`src/prsc_regs.svh`:
```
`ifndef PRSC_REGS_SVH
`define PRSC_REGS_SVH
// register byte addresses
`define PRSC_ADDR_RST_ONE   32'h40001860
`define PRSC_ADDR_RST_TWO   32'h40001864
`define PRSC_ADDR_OSC       32'h40001884
`define PRSC_ADDR_LVIC      32'h40005100
`define PRSC_ADDR_LVRC      32'h40005104
`define PRSC_ADDR_IRQ_STAT  32'h40005108
`define PRSC_ADDR_IRQ_MASK  32'h4000510C
// implemented bits of the peripheral reset registers
`define PRSC_RST_ONE_MASK   32'h0040401D
`define PRSC_RST_TWO_MASK   32'h182C9C45
`define PRSC_RST_ONE_RESET  32'h00000000
`define PRSC_RST_TWO_RESET  32'h00000000
`define PRSC_FLASH_RST_BIT  19
// sub oscillator drive field
`define PRSC_OSC_LSB        3
`define PRSC_OSC_RESET      3'h7
// indicator control fields
`define PRSC_LVIC_EN_BIT    7
`define PRSC_LVIC_IEN_BIT   5
`define PRSC_LVIC_FLAG_BIT  4
`define PRSC_LVIC_THR_LSB   0
`define PRSC_LVIC_THR_RESET 3'h0
// low voltage reset enable field
`define PRSC_LVRC_OFF_KEY   8'h55
`define PRSC_LVRC_RESET     8'h00
// interrupt status and mask bits
`define PRSC_IRQ_IND_BIT    0
`define PRSC_IRQ_REFUSE_BIT 1
`define PRSC_IRQ_RESET      2'h0
// bus responses
`define PRSC_RESP_OKAY      2'h0
`define PRSC_RESP_SLVERR    2'h2
`endif

```
`src/prsc_pkg.sv`:
```
`default_nettype none
package prsc_pkg;
  typedef logic [31:0] prsc_word_t;
  typedef logic [3:0]  prsc_strb_t;
  typedef enum logic [2:0] {
    PRSC_SEL_RST_ONE,
    PRSC_SEL_RST_TWO,
    PRSC_SEL_OSC,
    PRSC_SEL_LVIC,
    PRSC_SEL_LVRC,
    PRSC_SEL_IRQ_STAT,
    PRSC_SEL_IRQ_MASK,
    PRSC_SEL_NONE
  } prsc_sel_e;
endpackage : prsc_pkg
`default_nettype wire

```
`src/prsc_ctrl.sv`:
```
// What this block does
// - timer and temp sensor reset bits set by writing one, cleared by software
// - port E, D, C, A reset bits at 4, 3, 2, 0, software clears
// - comparator reset bits 28 and 27, cleared by software
// - bit 21 holds second serial interface in reset until cleared
// - bit 19 resets flash controller; set refused while flash busy
// - bits 18 and 15 reset indicator and low power serial port
// - bits 12, 11, 10 reset checksum, calendar and converter
// - bits 6, 2, 0 reset two-wire, first uart, sync serial unit
// - all registers 32 bits, reachable by word, halfword and byte
// - drive field bits 5..3 resets to 111, codes steer current level
// - indicator control bit 7 enables indicator, resets to zero
// - bit 5 enables indicator irq, bit 4 flag set by hw, write one clears
// - bits 2..0 choose the indicator threshold voltage
// - reset enable field off only at 0x55, cleared only by power-on
// - set reset bit drives the peripheral reset line
//
// Design decision made here: the AXI4-Lite slave port.
`timescale 1ns/100ps
`default_nettype none
`include "prsc_regs.svh"
module prsc_ctrl (
  input  wire                    aclk,
  input  wire                    aresetn,
  input  wire                    por_resetn,
  input  wire prsc_pkg::prsc_word_t s_axi_awaddr,
  input  wire                    s_axi_awvalid,
  output logic                   s_axi_awready,
  input  wire prsc_pkg::prsc_word_t s_axi_wdata,
  input  wire prsc_pkg::prsc_strb_t s_axi_wstrb,
  input  wire                    s_axi_wvalid,
  output logic                   s_axi_wready,
  output logic [1:0]             s_axi_bresp,
  output logic                   s_axi_bvalid,
  input  wire                    s_axi_bready,
  input  wire prsc_pkg::prsc_word_t s_axi_araddr,
  input  wire                    s_axi_arvalid,
  output logic                   s_axi_arready,
  output prsc_pkg::prsc_word_t   s_axi_rdata,
  output logic [1:0]             s_axi_rresp,
  output logic                   s_axi_rvalid,
  input  wire                    s_axi_rready,
  input  wire                    flash_busy,
  input  wire                    indicator_detect,
  output prsc_pkg::prsc_word_t   periph_rst_one,
  output prsc_pkg::prsc_word_t   periph_rst_two,
  output logic [2:0]             sub_osc_drive_select,
  output logic                   voltage_indicator_on,
  output logic [2:0]             voltage_indicator_threshold,
  output logic                   undervoltage_reset_active,
  output logic                   irq
);
  import prsc_pkg::*;

  // register state
  logic [7:0] undervoltage_reset_enable;
  logic       voltage_indicator_irq_enable;
  logic       voltage_indicator_irq_flag;
  logic [1:0] irq_status;
  logic [1:0] irq_mask;

  // write channel holding registers
  logic       aw_full;
  logic       w_full;
  prsc_word_t aw_addr_q;
  prsc_word_t w_data_q;
  prsc_strb_t w_strb_q;
  logic       wr_commit;
  prsc_sel_e  wr_sel;
  prsc_word_t lane_mask;

  // address decode, shared by the read and write paths
  function automatic prsc_sel_e decode(input prsc_word_t addr);
    unique case (addr)
      `PRSC_ADDR_RST_ONE:  decode = PRSC_SEL_RST_ONE;
      `PRSC_ADDR_RST_TWO:  decode = PRSC_SEL_RST_TWO;
      `PRSC_ADDR_OSC:      decode = PRSC_SEL_OSC;
      `PRSC_ADDR_LVIC:     decode = PRSC_SEL_LVIC;
      `PRSC_ADDR_LVRC:     decode = PRSC_SEL_LVRC;
      `PRSC_ADDR_IRQ_STAT: decode = PRSC_SEL_IRQ_STAT;
      `PRSC_ADDR_IRQ_MASK: decode = PRSC_SEL_IRQ_MASK;
      default:             decode = PRSC_SEL_NONE;
    endcase
  endfunction : decode

  // keep old bits outside the written lanes
  function automatic prsc_word_t merge(input prsc_word_t old_v);
    merge = (old_v & ~lane_mask) | (w_data_q & lane_mask);
  endfunction : merge

  // byte strobes widened to a bit mask
  genvar gl;
  generate
    for (gl = 0; gl < 4; gl++) begin : g_lane
      assign lane_mask[gl*8 +: 8] = {8{w_strb_q[gl]}};
    end
  endgenerate

  // a write fires once both halves are held and no response is pending
  assign s_axi_awready = !aw_full;
  assign s_axi_wready  = !w_full;
  assign wr_commit     = aw_full && w_full && !s_axi_bvalid;
  assign wr_sel        = decode(aw_addr_q);

  // write address holding
  always_ff @(posedge aclk) begin
    if (!aresetn) begin
      aw_full   <= 1'b0;
      aw_addr_q <= 32'h00000000;
    end else if (s_axi_awvalid && s_axi_awready) begin
      aw_full   <= 1'b1;
      aw_addr_q <= s_axi_awaddr;
    end else if (wr_commit) begin
      aw_full <= 1'b0;
    end
  end

  // write data holding, either order against the address
  always_ff @(posedge aclk) begin
    if (!aresetn) begin
      w_full   <= 1'b0;
      w_data_q <= 32'h00000000;
      w_strb_q <= 4'h0;
    end else if (s_axi_wvalid && s_axi_wready) begin
      w_full   <= 1'b1;
      w_data_q <= s_axi_wdata;
      w_strb_q <= s_axi_wstrb;
    end else if (wr_commit) begin
      w_full <= 1'b0;
    end
  end

  // write response; unmapped addresses answer slverr
  always_ff @(posedge aclk) begin
    if (!aresetn) begin
      s_axi_bvalid <= 1'b0;
      s_axi_bresp  <= `PRSC_RESP_OKAY;
    end else if (wr_commit) begin
      s_axi_bvalid <= 1'b1;
      s_axi_bresp  <= (wr_sel == PRSC_SEL_NONE) ? `PRSC_RESP_SLVERR
                                                : `PRSC_RESP_OKAY;
    end else if (s_axi_bready) begin
      s_axi_bvalid <= 1'b0;
    end
  end

  // first peripheral reset register; only listed bits are kept
  always_ff @(posedge aclk) begin
    if (!aresetn) begin
      periph_rst_one <= `PRSC_RST_ONE_RESET;
    end else if (wr_commit && wr_sel == PRSC_SEL_RST_ONE) begin
      periph_rst_one <= merge(periph_rst_one) & `PRSC_RST_ONE_MASK;
    end
  end

  // busy flash: a set would corrupt the operation, so drop it; clears pass
  prsc_word_t next_rst_two;
  logic       flash_refused;
  always_comb begin
    next_rst_two  = merge(periph_rst_two) & `PRSC_RST_TWO_MASK;
    flash_refused = 1'b0;
    if (flash_busy && next_rst_two[`PRSC_FLASH_RST_BIT] &&
        !periph_rst_two[`PRSC_FLASH_RST_BIT]) begin
      next_rst_two[`PRSC_FLASH_RST_BIT] = 1'b0;
      flash_refused = wr_commit && wr_sel == PRSC_SEL_RST_TWO;
    end
  end

  always_ff @(posedge aclk) begin
    if (!aresetn) begin
      periph_rst_two <= `PRSC_RST_TWO_RESET;
    end else if (wr_commit && wr_sel == PRSC_SEL_RST_TWO) begin
      periph_rst_two <= next_rst_two;
    end
  end

  // sub oscillator drive; reserved codes are stored as written
  always_ff @(posedge aclk) begin
    if (!aresetn) begin
      sub_osc_drive_select <= `PRSC_OSC_RESET;
    end else if (wr_commit && wr_sel == PRSC_SEL_OSC && w_strb_q[0]) begin
      sub_osc_drive_select <= w_data_q[`PRSC_OSC_LSB +: 3];
    end
  end

  // indicator control fields, all in byte lane 0
  logic lvic_wr;
  assign lvic_wr = wr_commit && wr_sel == PRSC_SEL_LVIC && w_strb_q[0];
  always_ff @(posedge aclk) begin
    if (!aresetn) begin
      voltage_indicator_on         <= 1'b0;
      voltage_indicator_irq_enable <= 1'b0;
      voltage_indicator_threshold  <= `PRSC_LVIC_THR_RESET;
    end else if (lvic_wr) begin
      voltage_indicator_on         <= w_data_q[`PRSC_LVIC_EN_BIT];
      voltage_indicator_irq_enable <= w_data_q[`PRSC_LVIC_IEN_BIT];
      voltage_indicator_threshold  <= w_data_q[`PRSC_LVIC_THR_LSB +: 3];
    end
  end

  // indicator flag: a request in the clearing cycle still sets it
  logic indicator_event;
  assign indicator_event = voltage_indicator_on && indicator_detect;
  always_ff @(posedge aclk) begin
    if (!aresetn) begin
      voltage_indicator_irq_flag <= 1'b0;
    end else if (indicator_event) begin
      voltage_indicator_irq_flag <= 1'b1;
    end else if (lvic_wr && w_data_q[`PRSC_LVIC_FLAG_BIT]) begin
      voltage_indicator_irq_flag <= 1'b0;
    end
  end

  // reset enable survives system reset; only power-on clears it
  always_ff @(posedge aclk) begin
    if (!por_resetn) begin
      undervoltage_reset_enable <= `PRSC_LVRC_RESET;
    end else if (wr_commit && wr_sel == PRSC_SEL_LVRC && w_strb_q[0]) begin
      undervoltage_reset_enable <= w_data_q[7:0];
    end
  end
  assign undervoltage_reset_active =
    undervoltage_reset_enable != `PRSC_LVRC_OFF_KEY;

  // sticky event status, write one to clear, set wins
  logic [1:0] irq_events;
  assign irq_events = {flash_refused,
                       indicator_event && voltage_indicator_irq_enable};
  always_ff @(posedge aclk) begin
    if (!aresetn) begin
      irq_status <= `PRSC_IRQ_RESET;
    end else if (wr_commit && wr_sel == PRSC_SEL_IRQ_STAT && w_strb_q[0]) begin
      irq_status <= (irq_status & ~w_data_q[1:0]) | irq_events;
    end else begin
      irq_status <= irq_status | irq_events;
    end
  end

  // interrupt mask
  always_ff @(posedge aclk) begin
    if (!aresetn) begin
      irq_mask <= `PRSC_IRQ_RESET;
    end else if (wr_commit && wr_sel == PRSC_SEL_IRQ_MASK && w_strb_q[0]) begin
      irq_mask <= w_data_q[1:0];
    end
  end

  // level interrupt from unmasked sticky status bits only
  assign irq = |(irq_status & irq_mask);

  // read data assembly; reserved bits come back zero
  function automatic prsc_word_t read_word(input prsc_sel_e sel);
    read_word = 32'h00000000;
    unique case (sel)
      PRSC_SEL_RST_ONE:  read_word = periph_rst_one;
      PRSC_SEL_RST_TWO:  read_word = periph_rst_two;
      PRSC_SEL_OSC:
        read_word[`PRSC_OSC_LSB +: 3] = sub_osc_drive_select;
      PRSC_SEL_LVIC: begin
        read_word[`PRSC_LVIC_EN_BIT]     = voltage_indicator_on;
        read_word[`PRSC_LVIC_IEN_BIT]    = voltage_indicator_irq_enable;
        read_word[`PRSC_LVIC_FLAG_BIT]   = voltage_indicator_irq_flag;
        read_word[`PRSC_LVIC_THR_LSB +: 3] = voltage_indicator_threshold;
      end
      PRSC_SEL_LVRC:     read_word[7:0] = undervoltage_reset_enable;
      PRSC_SEL_IRQ_STAT: read_word[1:0] = irq_status;
      PRSC_SEL_IRQ_MASK: read_word[1:0] = irq_mask;
      PRSC_SEL_NONE:     read_word = 32'h00000000;
    endcase
  endfunction : read_word

  // read channel; one read in flight, answer one cycle after address
  assign s_axi_arready = !s_axi_rvalid;
  always_ff @(posedge aclk) begin
    if (!aresetn) begin
      s_axi_rvalid <= 1'b0;
      s_axi_rdata  <= 32'h00000000;
      s_axi_rresp  <= `PRSC_RESP_OKAY;
    end else if (s_axi_arvalid && s_axi_arready) begin
      s_axi_rvalid <= 1'b1;
      s_axi_rdata  <= read_word(decode(s_axi_araddr));
      s_axi_rresp  <= (decode(s_axi_araddr) == PRSC_SEL_NONE) ?
                      `PRSC_RESP_SLVERR : `PRSC_RESP_OKAY;
    end else if (s_axi_rready) begin
      s_axi_rvalid <= 1'b0;
    end
  end

  logic c1, c2;
  assign c1 = wr_commit && wr_sel == PRSC_SEL_RST_ONE;
  assign c2 = wr_commit && wr_sel == PRSC_SEL_RST_TWO;
endmodule : prsc_ctrl
`default_nettype wire

```
`config.mk`:
```
export PLATFORM = sky130hd
export DESIGN_NAME = prsc_ctrl
export DESIGN_NICKNAME = d
export VERILOG_FILES = /design/src/prsc_pkg.sv /design/src/prsc_ctrl.sv
export VERILOG_INCLUDE_DIRS = /design/src
export SDC_FILE = /design/constraint.sdc
export NUM_CORES = 1
export LEC_CHECK = 0
export BUFFER_PORTS_ARGS = -buffer_cell sky130_fd_sc_hd__buf_2
export CORE_ASPECT_RATIO = 1.75
export CORE_UTILIZATION = 52
export DETAILED_ROUTE_END_ITERATION = 10
export PLACE_DENSITY_LB_ADDON = 0.05
export REMOVE_ABC_BUFFERS = 1
export SLEW_MARGIN = 25
export SYNTH_ARGS = -nofsm -noshare
export SYNTH_HDL_FRONTEND = slang
export SYNTH_SLANG_ARGS = --single-unit
```
`constraint.sdc`:
```
create_clock -name aclk -period 4.6 [get_ports aclk]
set_input_delay 0.92 -clock aclk [delete_from_list [all_inputs] [get_ports aclk]]
set_output_delay 0.92 -clock aclk [all_outputs]
set_load 0.005 [all_outputs]
```
# ---- Word-level counts from Yosys, hierarchy flattened
# Cells that the tools add are included.
dict set report totals {
  output_inout_bits 114
  word_cells 120
  ff_bits 144
}
dict set report op_classes {
  n_reduce_logical 35
  n_bitwise 11
  eq_ne 29
  muxes 25
}
# operator count
set ops {}
lappend ops {{32-bit by 31-bit equality test with 1-bit output (second input constant)} 14}
lappend ops {{29-bit bitwise AND} 2}
lappend ops {{21-bit case mux with 2 select lines} 1}
lappend ops {{3-bit case mux with 7 select lines} 2}
lappend ops {{29-bit inverter} 1}
lappend ops {{29-bit bitwise OR} 1}
lappend ops {{3-bit equality test (second input constant)} 8}
lappend ops {{23-bit bitwise AND} 1}
lappend ops {{23-bit bitwise OR} 1}
lappend ops {{1-bit logical AND} 22}
lappend ops {{3-bit by 2-bit equality test with 1-bit output (second input constant)} 4}
lappend ops {{2-bit case mux with 6 select lines} 1}
lappend ops {{1-bit 2-to-1 mux} 11}
lappend ops {{2-bit nonzero test} 5}
lappend ops {{8-bit by 7-bit inequality test with 1-bit output (second input constant)} 1}
lappend ops {{2-bit case mux with 4 select lines} 1}
lappend ops {{3-bit by 1-bit equality test with 1-bit output (second input constant)} 2}
lappend ops {{3-bit zero test} 2}
lappend ops {{2-bit 2-to-1 mux} 3}
lappend ops {{3-bit 2-to-1 mux} 2}
lappend ops {{1-bit zero test} 5}
lappend ops {{2-bit bitwise AND} 2}
lappend ops {{2-bit bitwise OR} 2}
lappend ops {{1-bit case mux with 2 select lines} 2}
lappend ops {{4 further kinds} 4}

# ---- Logic depth before layout (Yosys ltp)
dict set report logic_depth {
  ltp_word 8
  ltp_mapped 7
  ltp_nobuf 5
}

# ---- Least setup slack after synthesis
# No wires, ideal clock.
dict set report synth_path {
  path_type {in2reg}
  from {input port s_axi_araddr[3]}
  to {register s_axi_rdata[10]}
  t_required_ns 4.533
  cell_stages 5
  path_buffers 0
  path_slack_ns 2.312
  arrival_ns 2.221
  setup_time_ns 0.067
  cell_sequence {nor4b_1 > nand3_1 > nor4_2 > a22oi_1 > nor2_1}
}
dict set report synth_between {
  elab_chain_cells 6
  elab_cells_between_ends 13
}
# item line
set synth_rtl {}
lappend synth_rtl {{start: declaration} prsc_ctrl.sv:36} ;# input wire prsc_pkg::prsc_word_t s_axi_araddr,
lappend synth_rtl {{32-bit by 31-bit equality test with 1-bit output} prsc_ctrl.sv:74} ;# unique case (addr)
lappend synth_rtl {{3-bit case mux with 7 select lines (*)} prsc_ctrl.sv:74}
lappend synth_rtl {{3-bit 2-to-1 mux (*)} prsc_ctrl.sv:279} ;# end else if (s_axi_arvalid && s_axi_arready) begin
lappend synth_rtl {{3-bit 2-to-1 mux (*)} prsc_ctrl.sv:275} ;# if (!aresetn) begin
lappend synth_rtl {{3-bit by 1-bit equality test with 1-bit output or 3-bit zero test (tied branches)} -}
lappend synth_rtl {{21-bit case mux with 2 select lines (*)} prsc_ctrl.sv:254} ;# unique case (sel)
lappend synth_rtl {{end signal: assignment} prsc_ctrl.sv:281} ;# s_axi_rdata <= read_word(decode(s_axi_araddr));
lappend synth_rtl {{end: declaration} prsc_ctrl.sv:39} ;# output prsc_pkg::prsc_word_t s_axi_rdata,
# Mark *: on every way between the ends. The rest lies on a longest branch, timed or not. The select of a mux whose other input is x is not followed.
# A chain may end at the register's enable or synchronous reset.

# ---- Final worst setup path
dict set report layout_path {
  from {input port s_axi_araddr[2]}
  to {register s_axi_rdata[18]}
}
# The elaborated chain is that of the path after synthesis.

==> summary.txt <==
Outcome
  • Status: finished clean

STA
  • Final min period: between 2 and 3 ns
  • Slew HR: about a third
  • Worst Max-Slew Pin Slew: 0.977 ns
  • Final TNS setup: 0 ns
  • Final Max Slew Viols: 0
  • RSZ-0062 raised after global routing: no
  • Final Setup Violations: 0
  • Setup slack after layout: around 1.8 ns
  • Hold Violations, Final: 0
  • Hold WS: 0.451 ns
  • Fin Clk Skew: 0.00757 ns
  • Fmax: 363 MHz
  • Final Cycle Share: 59.8%

Synthesis
  • Mapped Cells: 684
  • Mapped Area: about 0.0055 sq mm
  • Largest area contributor in the netlist: dfxtp_1
  • Synth Area per Inst: about 8 sq um
  • Async SR Flop Fraction: 0%
  • Distinct cells, synth: 57
  • Number of synthesized register bits: between 100 and 150
  • Top cell type's share of synthesized area: 43.4%
  • Post-synth top flop: dfxtp_1
  • Sequential share of the synthesized area: 43.4%
  • Post-synth EDFFs: 0
  • Synth area leaders: dfxtp_1 43%, nand2_1 11%, buf_4 8.6%
  • Synth warn: 0

Clock tree
  • H-tree depth: 4
  • Clock-pin slew on the worst setup and hold paths: ~0.050 ns
  • Root buf cell: clkbuf_16
  • Clock latency on the worst-skew pair: approximately 0.41 ns
  • Setup bufs post-CTS: 0
  • CTS Buffer Depth: 2
  • CTS Sinks: roughly 120
  • # hold bufs at CTS: 0
  • CTS Buf Count: 17
  • TritonCTS clock tree: done
  • Cts repair resizes: 0

GRT
  • Largest net degree at the start of global routing: 54
  • Number of global-route vias before repair: about 4700
  • First-pass GRT wire length: around 22000 um
  • Global route overflow: 0
  • All-Layer GR Usage: approximately a quarter
  • Antenna violations before repair: 0

Floorplanning
  • Initial core utilization: 53.6%
  • Die area: 0.0110 sq mm
  • # IOs: 224
  • Die Wd: 79.6 um
  • Core area: just over 0.01 sq mm
  • Die Y: 138 um
  • Placement Rows: between 40 and 50

Power and ir drop
  • Static Leakage: between 2 and 3 nW
  • VDD IR max: about 0.31 mV
  • Pwr dens: 395 mW/mm^2
  • Total power: around 0.0026 W

Hold path
  • Hold Path Class: register to register

Worst setup path
  • WS Path Type: primary input to register
  • Crit path max-delay family: simple AND/OR/NAND/NOR gates
  • Crit-path cells: buf_2 > nor4b_1 > nand3_1 > nor4_2 > a22oi_1 > nor2_1
  • WP buf/inv: 1
  • Crit start category: primary input
  • WP data arrival: ~3.1 ns
  • CP max stage cell: nor4_2
  • Data required time of the worst path: slightly below 5 ns
  • CP max FO: 11
  • Worst path max stage delay: about 0.71 ns
  • Worst setup EP type: register

Place
  • Placed cells: ~920
  • HPWL Detailed: around 10000 um
  • Final GP Congestion: about 0.91
  • Pre-CTS WS: around 1.5 ns
  • Port bufs: around 150

Final layout
  • Nets: between 900 and 1000
  • Ratio of cells with drive above 1 in the final layout: 23.8%
  • Sequential Area: approximately 0.0024 sq mm
  • Antenna cell count: 0
  • Fin cells: around 950
  • Layout area overhead: 20.8%
  • Fillers: between 900 and 1000
  • Footprint of the multi-input gates: roughly 0.0027 sq mm

Detailed routing
  • Via count: between 5000 and 6000
  • Routed WL: around 14000 um
  • WL per Instance: approximately 15 um
  • Vias per cell: approximately 5.4
  • Drt pass-1 iters: 5
  • DR DRC count: 0
  • Antenna Violating Nets Remaining: 0
  • Iter 0 DRT Violations: approximately 220

Flow run
  • Max-cap violation count: 0
## cell usage in the layout (no fill, tap or decap), drive strengths merged, types with 4 or more instances in the layout
cell type / Yosys / final
nor4bb: 4 / 4
nor3: 8 / 8
mux2i: 19 / 19
nor4: 8 / 8
nor2: 20 / 20
dfxtp: 119 / 119
nand3: 30 / 30
mux2: 4 / 4
clkinv: 0 / 4
a21oi: 78 / 78
and2: 4 / 4
clkbuf: 30 / 21
conb: 1 / 61
o21ai: 31 / 31
a22oi: 11 / 11
nand2: 166 / 166
buf: 71 / 151
inv: 6 / 6
nor4b: 6 / 6
nand4: 17 / 17
## layer usage
metal  share of wire, %  GRT usage, %  up-vias
li1                   -             -     2515
met2                 55          49.4      176
met4                3.1          12.5        0
met3                4.9          6.18       32
met5                  0             0        -
met1                 37          27.0     2368
## final cells by class
cell class / instances / area share (%)
well taps: 127 / 2.40
clock buffers: 21 / 7.10
flip-flops and latches: 119 / 35.9
inverters: 6 / 0.340
clock inverters: 9 / 1.89
repair buffers: 151 / 11.5
multi-input cells: 518 / 40.9
## per-stage QoR
stage          util (%)  instance area, sq um
2_1_floorplan         -                  5090
4_1_cts            64.7                  6630
3_5_place_dp       58.9                  6030
5_1_grt            64.7                  6630
3_3_place_gp       58.8                  6020
6_report           64.7                  6630
## synthesized netlist by cell type, types with 3 or more instances
library cell,n
nand2_1,166
dfxtp_1,119
a21oi_1,78
buf_4,63
clkbuf_1,30
o21ai_0,30
nand3_1,29
nor2_1,20
mux2i_1,19
nand4_1,17
a22oi_1,11
nor3_1,8
buf_1,7
nor4_1,7
inv_1,6
nor4b_1,6
and2_1,4
mux2_2,4
nor4bb_1,4
a31oi_1,3
and3_1,3
nor2b_1,3
nor3b_1,3
o31ai_1,3
or3_1,3
## worst paths after layout
check | from | end | slack, ns | cells after the start
max | s_axi_araddr[2] | s_axi_rdata[18] | 1.85 | 6
min | s_axi_rdata[22] | s_axi_rdata[22] | 0.45 | 2
max reg2reg | aw_addr_q[3] | periph_rst_two[19] | 2.07 | 5
min reg2reg | s_axi_rdata[22] | s_axi_rdata[22] | 0.45 | 2
## worst register-to-register path: stages, from the launching register on
cell       delay [ns]
dfxtp_1          0.39
nor4b_1          0.52
nand3_1          0.30
a2111oi_4        0.79
nand3_1          0.16
o221a_1          0.26
## logic make-up after synthesis
| logic type | after synthesis | share of synthesized area [%] |
|---|---|---|
| flops | 119 | 43.4 |
| mux | 23 | 4.29 |
| other cells | 1 | 0.0684 |
| simple gates | 290 | 25.2 |
| buf+inv | 107 | 11.7 |
| compound gates | 144 | 15.4 |
## power breakdown
| group | leakage, nW | internal [W] | switching [W] |
|---|---|---|---|
| Clock | 0.291 | 0.000883 | 0.000451 |
| Combinational | 1.50 | 0.0000705 | 0.000118 |
| Sequential | 0.969 | 0.00107 | 0.0000274 |
| Total | 2.76 | 0.00202 | 0.000596 |
(Power assumes the default switching activity.)
